===== config.mk =====
export PLATFORM = sky130hd
export DESIGN_NAME = dcs_ctrl_status_high
export DESIGN_NICKNAME = d
export VERILOG_FILES = /design/src/hw/dcs_pkg.sv /design/src/hw/dcs_ctrl_status_high.sv /design/src/hw/dcs_bus_arb.sv
export SDC_FILE = /design/constraint.sdc
export NUM_CORES = 1
export LEC_CHECK = 0
export BUFFER_PORTS_ARGS = -buffer_cell sky130_fd_sc_hd__buf_2
export CORE_ASPECT_RATIO = 0.6
export CORE_MARGIN = 4
export CORE_UTILIZATION = 56
export CTS_CLUSTER_DIAMETER = 150
export CTS_CLUSTER_SIZE = 28
export DETAILED_ROUTE_END_ITERATION = 8
export PLACE_DENSITY = 0.81
export SLEW_MARGIN = 25
export SYNTH_ARGS = -nofsm -noshare
export SYNTH_HDL_FRONTEND = slang
export SYNTH_SLANG_ARGS = --single-unit

===== constraint.sdc =====
create_clock -name core_clk -period 2.5 [get_ports core_clk]
set_input_delay 0.125 -clock core_clk [delete_from_list [all_inputs] [get_ports core_clk]]
set_output_delay 0.125 -clock core_clk [all_outputs]
set_load 0.005 [all_outputs]

===== src/hw/dcs_pkg.sv =====
package dcs_pkg;

	// Bit positions within the high control byte
	localparam int unsigned BIT_DEBUG_ENABLE  = 7;
	localparam int unsigned BIT_ACTIVE_DEBUG  = 6;
	localparam int unsigned BIT_STOP_CLOCK    = 5;
	localparam int unsigned BIT_RESERVED      = 4;
	localparam int unsigned BIT_BUS_STEAL     = 3;
	localparam int unsigned BIT_SERIAL_CLKSEL = 2;
	localparam int unsigned BIT_UNSECURED     = 1;
	localparam int unsigned BIT_ERASE_PEND    = 0;

	// Values after reset of the control and status bits
	localparam logic        RST_DEBUG_ENABLE  = 1'b0;
	localparam logic        RST_STOP_CLOCK    = 1'b0;
	localparam logic        RST_BUS_STEAL     = 1'b0;
	localparam logic        RST_SERIAL_CLKSEL = 1'b0;
	localparam logic        RST_ACTIVE_DEBUG  = 1'b0;
	localparam logic        RST_ERASE_PEND    = 1'b0;

	// Free-cycle wait limit for a polite bus access
	localparam int unsigned BUS_WAIT_TIMEOUT_CYCLES = 512;
	localparam int unsigned BUS_WAIT_CNT_W          = 10;

	// Extra stop entry and exit delay: serial clock cycles plus bus cycles
	localparam int unsigned STOP_ACK_SERIAL_CYCLES = 2;
	localparam int unsigned STOP_ACK_BUS_CYCLES    = 2;
	localparam int unsigned STOP_DLY_CNT_W         = 3;

	// Host-side settle time after switching the serial clock source
	localparam int unsigned SERIAL_CLOCK_SELECT_SETTLE_CYCLES = 150;

	typedef enum logic [1:0] {
		DCS_BUS_IDLE  = 2'b00,
		DCS_BUS_WAIT  = 2'b01,
		DCS_BUS_GRANT = 2'b10
	} dcs_bus_e;

	typedef enum logic [1:0] {
		DCS_STP_RUN   = 2'b00,
		DCS_STP_ENTER = 2'b01,
		DCS_STP_STOP  = 2'b10,
		DCS_STP_EXIT  = 2'b11
	} dcs_stop_e;

endpackage : dcs_pkg


===== src/hw/dcs_ctrl_status_high.sv =====
`timescale 1ns/100ps
//////////////////////////////////////////////////////////////////////////////
// Contract
// - Register reached only via debug link read/write commands, not memory map.
// - Bits 7, 3, 2 written only by write command while unsecured.
// - Bit 5 writes ignored while in stop mode.
// - Bits 6, 1, 0 are read-only to host; hardware updates them.
// - Bit 7 is debug enable; set leaving reset in special single-chip.
// - Debug disabled: no active debug entry, restricted commands only.
// - Bit 6 set on active debug entry, cleared on exit, set leaving reset in special single-chip.
// - Debug enabled: bit 5 zero keeps link clock, one keeps all clocks.
// - Debug disabled: no stop influence, no communication during stop.
// - With handshaking, first acknowledge after stop entry is long.
// - With handshaking, bit 3 zero waits free cycle (512 timeout), one steals.
// - Without handshaking every debug access steals the next bus cycle; a request raised during a grant is dropped.
// - Bit 2 selects serial clock source; cleared by reset, sticky once set.
// - Bit 1 follows unsecured state; security bits changeable while set.
// - Bit 0 set only by mass-erase command; writes leave it alone.
// - Bit 0 cleared at erase end or soft reset; reads one while pending.
// - Debug-enabled stop entry/exit lengthened by two serial plus two bus cycles.
module dcs_ctrl_status_high
	import dcs_pkg::*;
(
	input  wire logic       core_clk,
	input  wire logic       rst,
	input  wire logic       soft_rst,
	input  wire logic       special_single_chip,
	input  wire logic       device_unsecured,
	input  wire logic       write_ctrl_status_cmd,
	input  wire logic       read_ctrl_status_cmd,
	input  wire logic [7:0] write_data,
	input  wire logic       mass_erase_cmd,
	input  wire logic       mass_erase_done,
	input  wire logic       active_debug_request,
	input  wire logic       active_debug_exit,
	input  wire logic       stop_request,
	input  wire logic       wake_request,
	input  wire logic       ack_enabled,
	input  wire logic       ack_pulse,
	input  wire logic       serial_clk_en,
	input  wire logic       access_req,
	input  wire logic       bus_free,
	input  wire logic       restricted_cmd,
	input  wire logic       link_cmd_valid,
	output logic [7:0]      read_data,
	output logic            read_valid,
	output logic            cmd_accept,
	output logic            active_debug_status,
	output logic            stop_link_clk_on,
	output logic            stop_all_clk_on,
	output logic            stop_mode,
	output logic            stop_granted,
	output logic            ack_long,
	output logic            bus_grant,
	output logic            bus_timeout,
	output logic            serial_clock_select,
	output logic            security_change_allowed,
	output logic            erase_pending
);

	//////////////////////////////////////////////////////////////////////////////
	// Register state

	logic debug_enable;
	logic next_debug_enable;
	logic stop_clock_policy;
	logic next_stop_clock_policy;
	logic bus_steal;
	logic next_bus_steal;
	logic next_serial_clock_select;
	logic next_active_debug_status;
	logic next_erase_pending;
	logic unsecured_status;
	logic next_unsecured_status;
	logic strap_pending;
	logic next_strap_pending;
	logic [7:0] next_read_data;
	logic next_read_valid;

	logic host_write;

	// Writes land only while unsecured; the register has no memory-map path
	assign host_write = write_ctrl_status_cmd && unsecured_status;

	always_comb begin
		next_strap_pending       = 1'b0;
		next_debug_enable        = debug_enable;
		next_stop_clock_policy   = stop_clock_policy;
		next_bus_steal           = bus_steal;
		next_serial_clock_select = serial_clock_select;
		next_active_debug_status = active_debug_status;
		next_erase_pending       = erase_pending;
		next_unsecured_status    = device_unsecured;
		if (strap_pending) begin
			// Mode strap is sampled on the first edge after reset release
			if (special_single_chip) begin
				next_debug_enable        = 1'b1;
				next_active_debug_status = 1'b1;
			end
		end else begin
			if (host_write) begin
				next_debug_enable = write_data[BIT_DEBUG_ENABLE];
				next_bus_steal    = write_data[BIT_BUS_STEAL];
				// Clock select can only be raised; lowering needs a reset
				if (write_data[BIT_SERIAL_CLKSEL]) begin
					next_serial_clock_select = 1'b1;
				end
				if (!stop_mode) begin
					next_stop_clock_policy = write_data[BIT_STOP_CLOCK];
				end
			end
			// Active status and erase bit ignore host data entirely
			if (active_debug_request && debug_enable) begin
				next_active_debug_status = 1'b1;
			end else if (active_debug_exit) begin
				next_active_debug_status = 1'b0;
			end
		end
		// Set beats clear if both arrive together
		if (mass_erase_cmd) begin
			next_erase_pending = 1'b1;
		end else if (mass_erase_done || soft_rst) begin
			next_erase_pending = 1'b0;
		end
		if (soft_rst) begin
			next_serial_clock_select = RST_SERIAL_CLKSEL;
		end
	end

	always_ff @(posedge core_clk or posedge rst) begin
		if (rst) begin
			strap_pending       <= 1'b1;
			debug_enable        <= RST_DEBUG_ENABLE;
			stop_clock_policy   <= RST_STOP_CLOCK;
			bus_steal           <= RST_BUS_STEAL;
			serial_clock_select <= RST_SERIAL_CLKSEL;
			active_debug_status <= RST_ACTIVE_DEBUG;
			erase_pending       <= RST_ERASE_PEND;
			unsecured_status    <= 1'b0;
		end else begin
			strap_pending       <= next_strap_pending;
			debug_enable        <= next_debug_enable;
			stop_clock_policy   <= next_stop_clock_policy;
			bus_steal           <= next_bus_steal;
			serial_clock_select <= next_serial_clock_select;
			active_debug_status <= next_active_debug_status;
			erase_pending       <= next_erase_pending;
			unsecured_status    <= next_unsecured_status;
		end
	end

	assign security_change_allowed = unsecured_status;

	//////////////////////////////////////////////////////////////////////////////
	// Read path

	always_comb begin
		next_read_data                    = 8'h00;
		next_read_data[BIT_DEBUG_ENABLE]  = debug_enable;
		next_read_data[BIT_ACTIVE_DEBUG]  = active_debug_status;
		next_read_data[BIT_STOP_CLOCK]    = stop_clock_policy;
		next_read_data[BIT_RESERVED]      = 1'b0;
		next_read_data[BIT_BUS_STEAL]     = bus_steal;
		next_read_data[BIT_SERIAL_CLKSEL] = serial_clock_select;
		next_read_data[BIT_UNSECURED]     = unsecured_status;
		next_read_data[BIT_ERASE_PEND]    = erase_pending;
		next_read_valid                   = read_ctrl_status_cmd;
	end

	always_ff @(posedge core_clk or posedge rst) begin
		if (rst) begin
			read_data  <= 8'h00;
			read_valid <= 1'b0;
		end else begin
			read_valid <= next_read_valid;
			if (next_read_valid) begin
				read_data <= next_read_data;
			end
		end
	end

	//////////////////////////////////////////////////////////////////////////////
	// Command gating

	// Disabled unit accepts only the restricted set, and nothing during stop
	always_comb begin
		cmd_accept = 1'b0;
		if (link_cmd_valid) begin
			if (!debug_enable) begin
				cmd_accept = restricted_cmd && !stop_mode;
			end else begin
				cmd_accept = 1'b1;
			end
		end
	end

	//////////////////////////////////////////////////////////////////////////////
	// Stop sequencing

	dcs_stop_e                 stp_state;
	dcs_stop_e                 next_stp_state;
	logic [STOP_DLY_CNT_W-1:0] ser_cnt;
	logic [STOP_DLY_CNT_W-1:0] next_ser_cnt;
	logic [STOP_DLY_CNT_W-1:0] bus_cnt;
	logic [STOP_DLY_CNT_W-1:0] next_bus_cnt;
	logic                      long_ack_due;
	logic                      next_long_ack_due;
	logic                      dly_done;

	localparam logic [STOP_DLY_CNT_W-1:0] SER_N = STOP_DLY_CNT_W'(STOP_ACK_SERIAL_CYCLES);
	localparam logic [STOP_DLY_CNT_W-1:0] BUS_N = STOP_DLY_CNT_W'(STOP_ACK_BUS_CYCLES);

	assign dly_done = (ser_cnt == SER_N) && (bus_cnt == BUS_N);

	always_comb begin
		next_stp_state    = stp_state;
		next_ser_cnt      = ser_cnt;
		next_bus_cnt      = bus_cnt;
		next_long_ack_due = long_ack_due;
		case (stp_state)
			DCS_STP_RUN: begin
				if (stop_request) begin
					next_ser_cnt = '0;
					next_bus_cnt = '0;
					// A disabled unit adds no delay to stop
					next_stp_state = debug_enable ? DCS_STP_ENTER : DCS_STP_STOP;
					if (debug_enable && ack_enabled) begin
						next_long_ack_due = 1'b1;
					end
				end
			end
			DCS_STP_ENTER, DCS_STP_EXIT: begin
				// Serial edges counted first, then bus cycles
				if (ser_cnt != SER_N) begin
					if (serial_clk_en) begin
						next_ser_cnt = ser_cnt + 1'b1;
					end
				end else if (bus_cnt != BUS_N) begin
					next_bus_cnt = bus_cnt + 1'b1;
				end
				if (dly_done) begin
					next_stp_state = (stp_state == DCS_STP_ENTER) ? DCS_STP_STOP : DCS_STP_RUN;
				end
			end
			DCS_STP_STOP: begin
				if (wake_request) begin
					next_ser_cnt   = '0;
					next_bus_cnt   = '0;
					next_stp_state = debug_enable ? DCS_STP_EXIT : DCS_STP_RUN;
				end
			end
			default: begin
				next_stp_state = DCS_STP_RUN;
			end
		endcase
		if (ack_pulse && long_ack_due) begin
			next_long_ack_due = 1'b0;
		end
	end

	always_ff @(posedge core_clk or posedge rst) begin
		if (rst) begin
			stp_state    <= DCS_STP_RUN;
			ser_cnt      <= '0;
			bus_cnt      <= '0;
			long_ack_due <= 1'b0;
		end else begin
			stp_state    <= next_stp_state;
			ser_cnt      <= next_ser_cnt;
			bus_cnt      <= next_bus_cnt;
			long_ack_due <= next_long_ack_due;
		end
	end

	assign stop_mode    = (stp_state == DCS_STP_STOP);
	assign stop_granted = stop_mode;
	assign ack_long     = long_ack_due && ack_enabled;

	// Clock keep-alive only matters with the unit enabled
	assign stop_link_clk_on = debug_enable;
	assign stop_all_clk_on  = debug_enable && stop_clock_policy;

	//////////////////////////////////////////////////////////////////////////////
	// Bus access policy

	dcs_bus_arb u_bus_arb (
		.core_clk    (core_clk),
		.rst         (rst),
		.access_req  (access_req),
		.ack_enabled (ack_enabled),
		.steal_sel   (bus_steal),
		.bus_free    (bus_free),
		.bus_grant   (bus_grant),
		.bus_timeout (bus_timeout)
	);

endmodule : dcs_ctrl_status_high


===== src/hw/dcs_bus_arb.sv =====
`timescale 1ns/100ps
module dcs_bus_arb
	import dcs_pkg::*;
(
	input  wire logic core_clk,
	input  wire logic rst,
	input  wire logic access_req,
	input  wire logic ack_enabled,
	input  wire logic steal_sel,
	input  wire logic bus_free,
	output logic      bus_grant,
	output logic      bus_timeout
);

	dcs_bus_e                  state;
	dcs_bus_e                  next_state;
	logic [BUS_WAIT_CNT_W-1:0] wait_cnt;
	logic [BUS_WAIT_CNT_W-1:0] next_wait_cnt;
	logic                      next_timeout;

	localparam logic [BUS_WAIT_CNT_W-1:0] WAIT_LAST = BUS_WAIT_CNT_W'(BUS_WAIT_TIMEOUT_CYCLES - 1);

	always_comb begin
		next_state    = state;
		next_wait_cnt = wait_cnt;
		next_timeout  = 1'b0;
		case (state)
			DCS_BUS_IDLE: begin
				if (access_req) begin
					// Without handshaking the access always steals the next cycle
					if (!ack_enabled || steal_sel) begin
						next_state = DCS_BUS_GRANT;
					end else begin
						next_state    = DCS_BUS_WAIT;
						next_wait_cnt = '0;
					end
				end
			end
			DCS_BUS_WAIT: begin
				if (bus_free) begin
					next_state = DCS_BUS_GRANT;
				end else if (wait_cnt == WAIT_LAST) begin
					// Timeout forces the access rather than hanging the link
					next_state   = DCS_BUS_GRANT;
					next_timeout = 1'b1;
				end else begin
					next_wait_cnt = wait_cnt + 1'b1;
				end
			end
			DCS_BUS_GRANT: begin
				next_state = DCS_BUS_IDLE;
			end
			default: begin
				next_state = DCS_BUS_IDLE;
			end
		endcase
	end

	always_ff @(posedge core_clk or posedge rst) begin
		if (rst) begin
			state       <= DCS_BUS_IDLE;
			wait_cnt    <= '0;
			bus_timeout <= 1'b0;
		end else begin
			state       <= next_state;
			wait_cnt    <= next_wait_cnt;
			bus_timeout <= next_timeout;
		end
	end

	assign bus_grant = (state == DCS_BUS_GRANT);

endmodule : dcs_bus_arb


# Word level (Yosys, flattened, before mapping)
# Cells that the tools add are included.
# Widths: inputs -> output; s select.
word_totals:
  word_cells: 127
  memories: 0
  out_inout_bits: 21
  mem_bits_ro: 0
  latch_bits: 0
  reg_bits: 38
  mem_bits_rw: 0
op_classes:
  muxes: 46
  reduce_logical: 35
  add_sub_neg: 3
  n_eq_ne: 24
  n_mul: 0
  bitwise_logic: 2
  magnitude_cmp: 0
  div_mod_pow: 0
  shift: 0
ops:
  columns: ["operator", "n"]
  rows:
  - ["$mux 10", 4]
  - ["$ne 2x2->1 const B", 13]
  - ["$mux 1", 21]
  - ["$mux 2", 10]
  - ["$pmux 10 s2", 1]
  - ["$mux 3", 6]
  - ["$pmux 3 s3", 2]
  - ["$reduce_bool 2->1", 8]
  - ["$reduce_and 3->1", 4]
  - ["$add 10x1->10 const B", 1]
  - ["$eq 10x9->1 const B", 1]
  - ["$ne 3x2->1 const B", 3]
  - ["$logic_and 1x1->1", 8]
  - ["$reduce_and 2->1", 4]
  - ["$reduce_and 4->1", 2]
  - ["$add 3x1->3 const B", 2]
  - ["$eq 2x2->1 const B", 3]
  - ["$eq 3x2->1 const B", 2]
  - ["$pmux 2 s3", 1]
  - ["$reduce_and 5->1", 1]
  - ["$eq 2x1->1 const B", 2]
  - ["$logic_not 2->1", 2]
  - ["$pmux 2 s2", 1]
  - ["$reduce_bool 3->1", 1]
  - ["other kinds (4)", 7]

# Logic depth before layout (Yosys ltp)
logic_depth:
  word_depth: 5
  depth_mapped: 6
  ltp_nobuf: 6

# Cells and area by module
# Synthesis repeated with hierarchy kept, for this count alone.
hier_totals:
  hier_cells: 178
  hier_area_um2: 1951.9
modules_own_cells:
  columns: ["module", "area_each_um2", "instances", "seq_area_each_um2", "cells_each"]
  rows:
  - ["dcs_ctrl_status_high", 1224.9, 1, 626.9, 102]
  - ["dcs_bus_arb", 726.9, 1, 325.3, 76]

# Least setup slack after synthesis
# No wires, ideal clock.
synth_path:
  path_kind: "reg-to-reg"
  from: "register u_bus_arb.state[1]"
  to: "register u_bus_arb.wait_cnt[8]"
  stages_incl_launch_ff: 6
  arrival_ns: 1.611
  required_time_ns: 2.374
  synth_period_minus_slack_ns: 1.737
  path_slack_ns: 0.763
  cell_sequence: "dfrtp_1 > or3b_1 > buf_2 > a31o_4 > and2_4 > a221o_1"
synth_between:
  elab_chain_len: 3
  word_cells_on_any_way: 9
synth_lines:
  columns: ["element", "line", "rtl"]
  rows:
  - ["from (decl)", "dcs_bus_arb.sv:15", "dcs_bus_e state;"]
  - ["from (signal assigned)", "dcs_bus_arb.sv:65", "state <= next_state;"]
  - ["$eq 2x1->1 / $logic_not 2->1 (equally long branches)", "dcs_bus_arb.sv:27", "case (state)"]
  - ["$ne 2x2->1 (no source line) / $reduce_bool 2->1 (equally long branches)", null, null]
  - ["$reduce_and 5->1 (no source line)", null, null]
  - ["to (signal assigned)", "dcs_bus_arb.sv:66", "wait_cnt <= next_wait_cnt;"]
  - ["to (decl)", "dcs_bus_arb.sv:17", "logic [BUS_WAIT_CNT_W-1:0] wait_cnt;"]
# Several ways; a longest one is shown, not always the timed one.
# A chain may end at the register's enable or synchronous reset.

# Final worst setup path
# Ends and elaborated chain as after synthesis.

==> flow_summary.toml <==
[status]
status = "finished, final reports clean"

[cts]
clock-sinks = 38
clkLatencyLatePin_ns = 0.29
post_cts_buffers = 0
cts_made_buffers = 5
cts.path.max_buffers = 2
h-tree-depth = 2
cts_tree = "done"
ctsRootBufferMaster = "clkbuf_8"
path_clk_slew_ns = 0.08
cts_resized = 0
ctsHoldBuffers = 3

[setup_path]
cp.required_ns = 2.67
r2r_start = "u_bus_arb.state[1]"
path_buf_inv = 0
regToRegSetupSlack_ns = 0.60
r2r_end = "u_bus_arb.wait_cnt[8]"
slowest_stage = "or3b_1"
critical-path-top-delay-family = "simple AND/OR/NAND/NOR gates"
worst_setup_path_end_kind = "register"
slowest_delay_ns = 0.54
cp-start-kind = "register"
worstSetupPathType = "register to register"
ff2ff_path_depth = 4
path_max_fanout = 7
cp.arrival_ns = 2.07
critical_path.cell_chain = "or3b_1 -> a31o_4 -> and2_4 -> a221o_1"

[route]
remaining_drc_errors = 0
wl_um = 3955
via_per_inst = 5.672
first_pass_iters = 4
wl_per_cell_um = 14.76
vias = 1520
antenna_left = 0
drtIter0Drc = 78

[synth]
yosysMostFrequentCell = "dfrtp_1"
synth_cells = 177
yosys.area.top_type_share = 0.5037
synth.distinct_cells = 48
synth_flop_cell = "dfrtp_1"
synth_area_leaders = "dfrtp_1, mux2_2, nand3_1, ha_1, nor2_1"
avgSynthCellArea_sq_um = 10.38
yosys_warnings = 0
synthArstFlopShare = 1.000
synth_largest_area_cell = "dfrtp_1"
netlist_area_sq_um = 1838
ys_top_cells_by_count = "dfrtp_1, nand3_1, nor2_1"
synth_edf_count = 0
synth_seq_cells = 38
synth-seq-area-share = 0.5180

[floorplanning]
die_area_sq_um = 4293
floorplan.die.height_um = 52.38
core_area_sq_um = 3003
io_pins = 49
start_util = 0.6121
die_x_um = 81.96
row_count = 15

[power_and_ir_drop]
p_per_area_nw_per_um2 = 874.4
p_leak_nw = 1.081
peakVddDrop_mv = 0.7151

[placed_design]
portBuffers = 43
dp_hpwl_um = 2977
gp_congestion = 0.9136
placed_cells = 257
place_ws_ns = 0.6391

[grt]
grt_pass1_wl_um = 7196
grt.total_usage = 0.2260
grt_pass1_vias = 1499
grt_start_max_net_pins = 39
gr-total-overflow = 0
antenna_found_initial = 0

[sta]
fin_tns_setup_ns = 0
setup_viol = 0
rsz0062_at_grt = "no"
fin_crit_ns = 1.902
max_freq_ghz = 0.5256
skew_ns = 0.007239
finalHoldViolCount = 0
fin_crit_sh = 0.7610
slew_viol_final = 0
layout_setup_ws_ns = 0.5975

[hold_path]
hp-start = "mass_erase_cmd"
min_path_type = "input pin to register"
hold_depth = 2
min_to = "erase_pending"

[final_layout]
drive_gt1_frac = 0.2920
diodes = 0
syn_to_final_growth_pct = 22.40
final-seq-area_sq_um = 952.2
fin_cells = 268
multi_input_area_sq_um = 824.5
nNetsFinal = 258
fill_cells = 217

[run]
cap_violations = 0
[final cells by class]
cell class                 count  area share
clock buffer                   5     0.03059
timing repair buffer          47      0.1123
tap                           42     0.02336
inverter                       8     0.01335
clock inverter                 3     0.03059
multi-input combinational    125      0.3665
sequential                    38      0.4232
[how the worst max path moves through the flow]
stage,start,end,depth (start not counted)
4_1_cts,u_bus_arb.state[1],u_bus_arb.wait_cnt[8],4
3_3_place_gp,u_bus_arb.state[1],u_bus_arb.wait_cnt[8],4
5_1_grt,u_bus_arb.state[1],u_bus_arb.wait_cnt[8],4
3_5_place_dp,u_bus_arb.state[1],u_bus_arb.wait_cnt[8],4
6_report,u_bus_arb.state[1],u_bus_arb.wait_cnt[8],4
2_1_floorplan,u_bus_arb.state[1],u_bus_arb.wait_cnt[8],5
[worst register-to-register path, delay by kind of cell (launching register included)]
kind / cells / cell delay [ns]
AND/OR/NAND/NOR: 2 / 0.72
AO/OA/AOI/OAI: 2 / 0.63
flip-flops: 1 / 0.42
[power by group]
part | switching, mW | internal [mW] | leakage (nW)
clock | 0.220 | 0.400 | 0.0683
combinational | 0.228 | 0.229 | 0.541
sequential | 0.141 | 0.748 | 0.472
[per-layer routing]
metal,part of all wire,up-vias,track usage
met4,0.0048,0,0.05525
li1,-,719,-
met1,0.46,734,0.3186
met3,0.076,2,0.07732
met2,0.46,65,0.3338
met5,0,-,0
[placed cells by master (no fill, tap or decap), types with 7 or more instances in the layout]
master,n
nand3_1,15
o21ai_0,8
inv_1,7
buf_2,43
a21oi_1,7
mux2_2,9
nand2_1,7
nor2_1,15
dfrtp_1,37
[stage by stage]
| step | hold WS (ns) | power (mW) | area (sq um) | utilization |
|---|---|---|---|---|
| CTS | 0.005563 | 1.983 | 2250 | 0.7492 |
| detailed placement | 0.2446 | 1.356 | 2082 | 0.6933 |
| global placement | 0.2338 | 1.310 | 2082 | 0.6933 |
| floorplan | 0.1564 | 1.194 | 1842 | - |
| global route | 0.003617 | 2.120 | 2250 | 0.7492 |
| finish | 0.009031 | 1.967 | 2250 | 0.7492 |
[state kept, by name, summed over array words and instances (netlist names), 2 cells and up]
signal              cells
stp_state               2
read_data               7
ser_cnt                 3
u_bus_arb.state         2
bus_cnt                 3
u_bus_arb.wait_cnt     10
[kinds of logic (layout without fill, tap and decap cells)]
group           after synthesis  count (layout)  share of synthesized area
xor+xnor                      3               3                    0.01430
other cells                   1               2                   0.002040
buf+inv                      15              63                    0.03539
simple gates                 69              69                     0.2008
fa+ha+maj                     5               5                    0.03404
mux                          12              12                    0.07148
compound gates               34              34                     0.1239
flops                        38              38                     0.5180
Note: power is estimated with default switching activity, not from simulation.
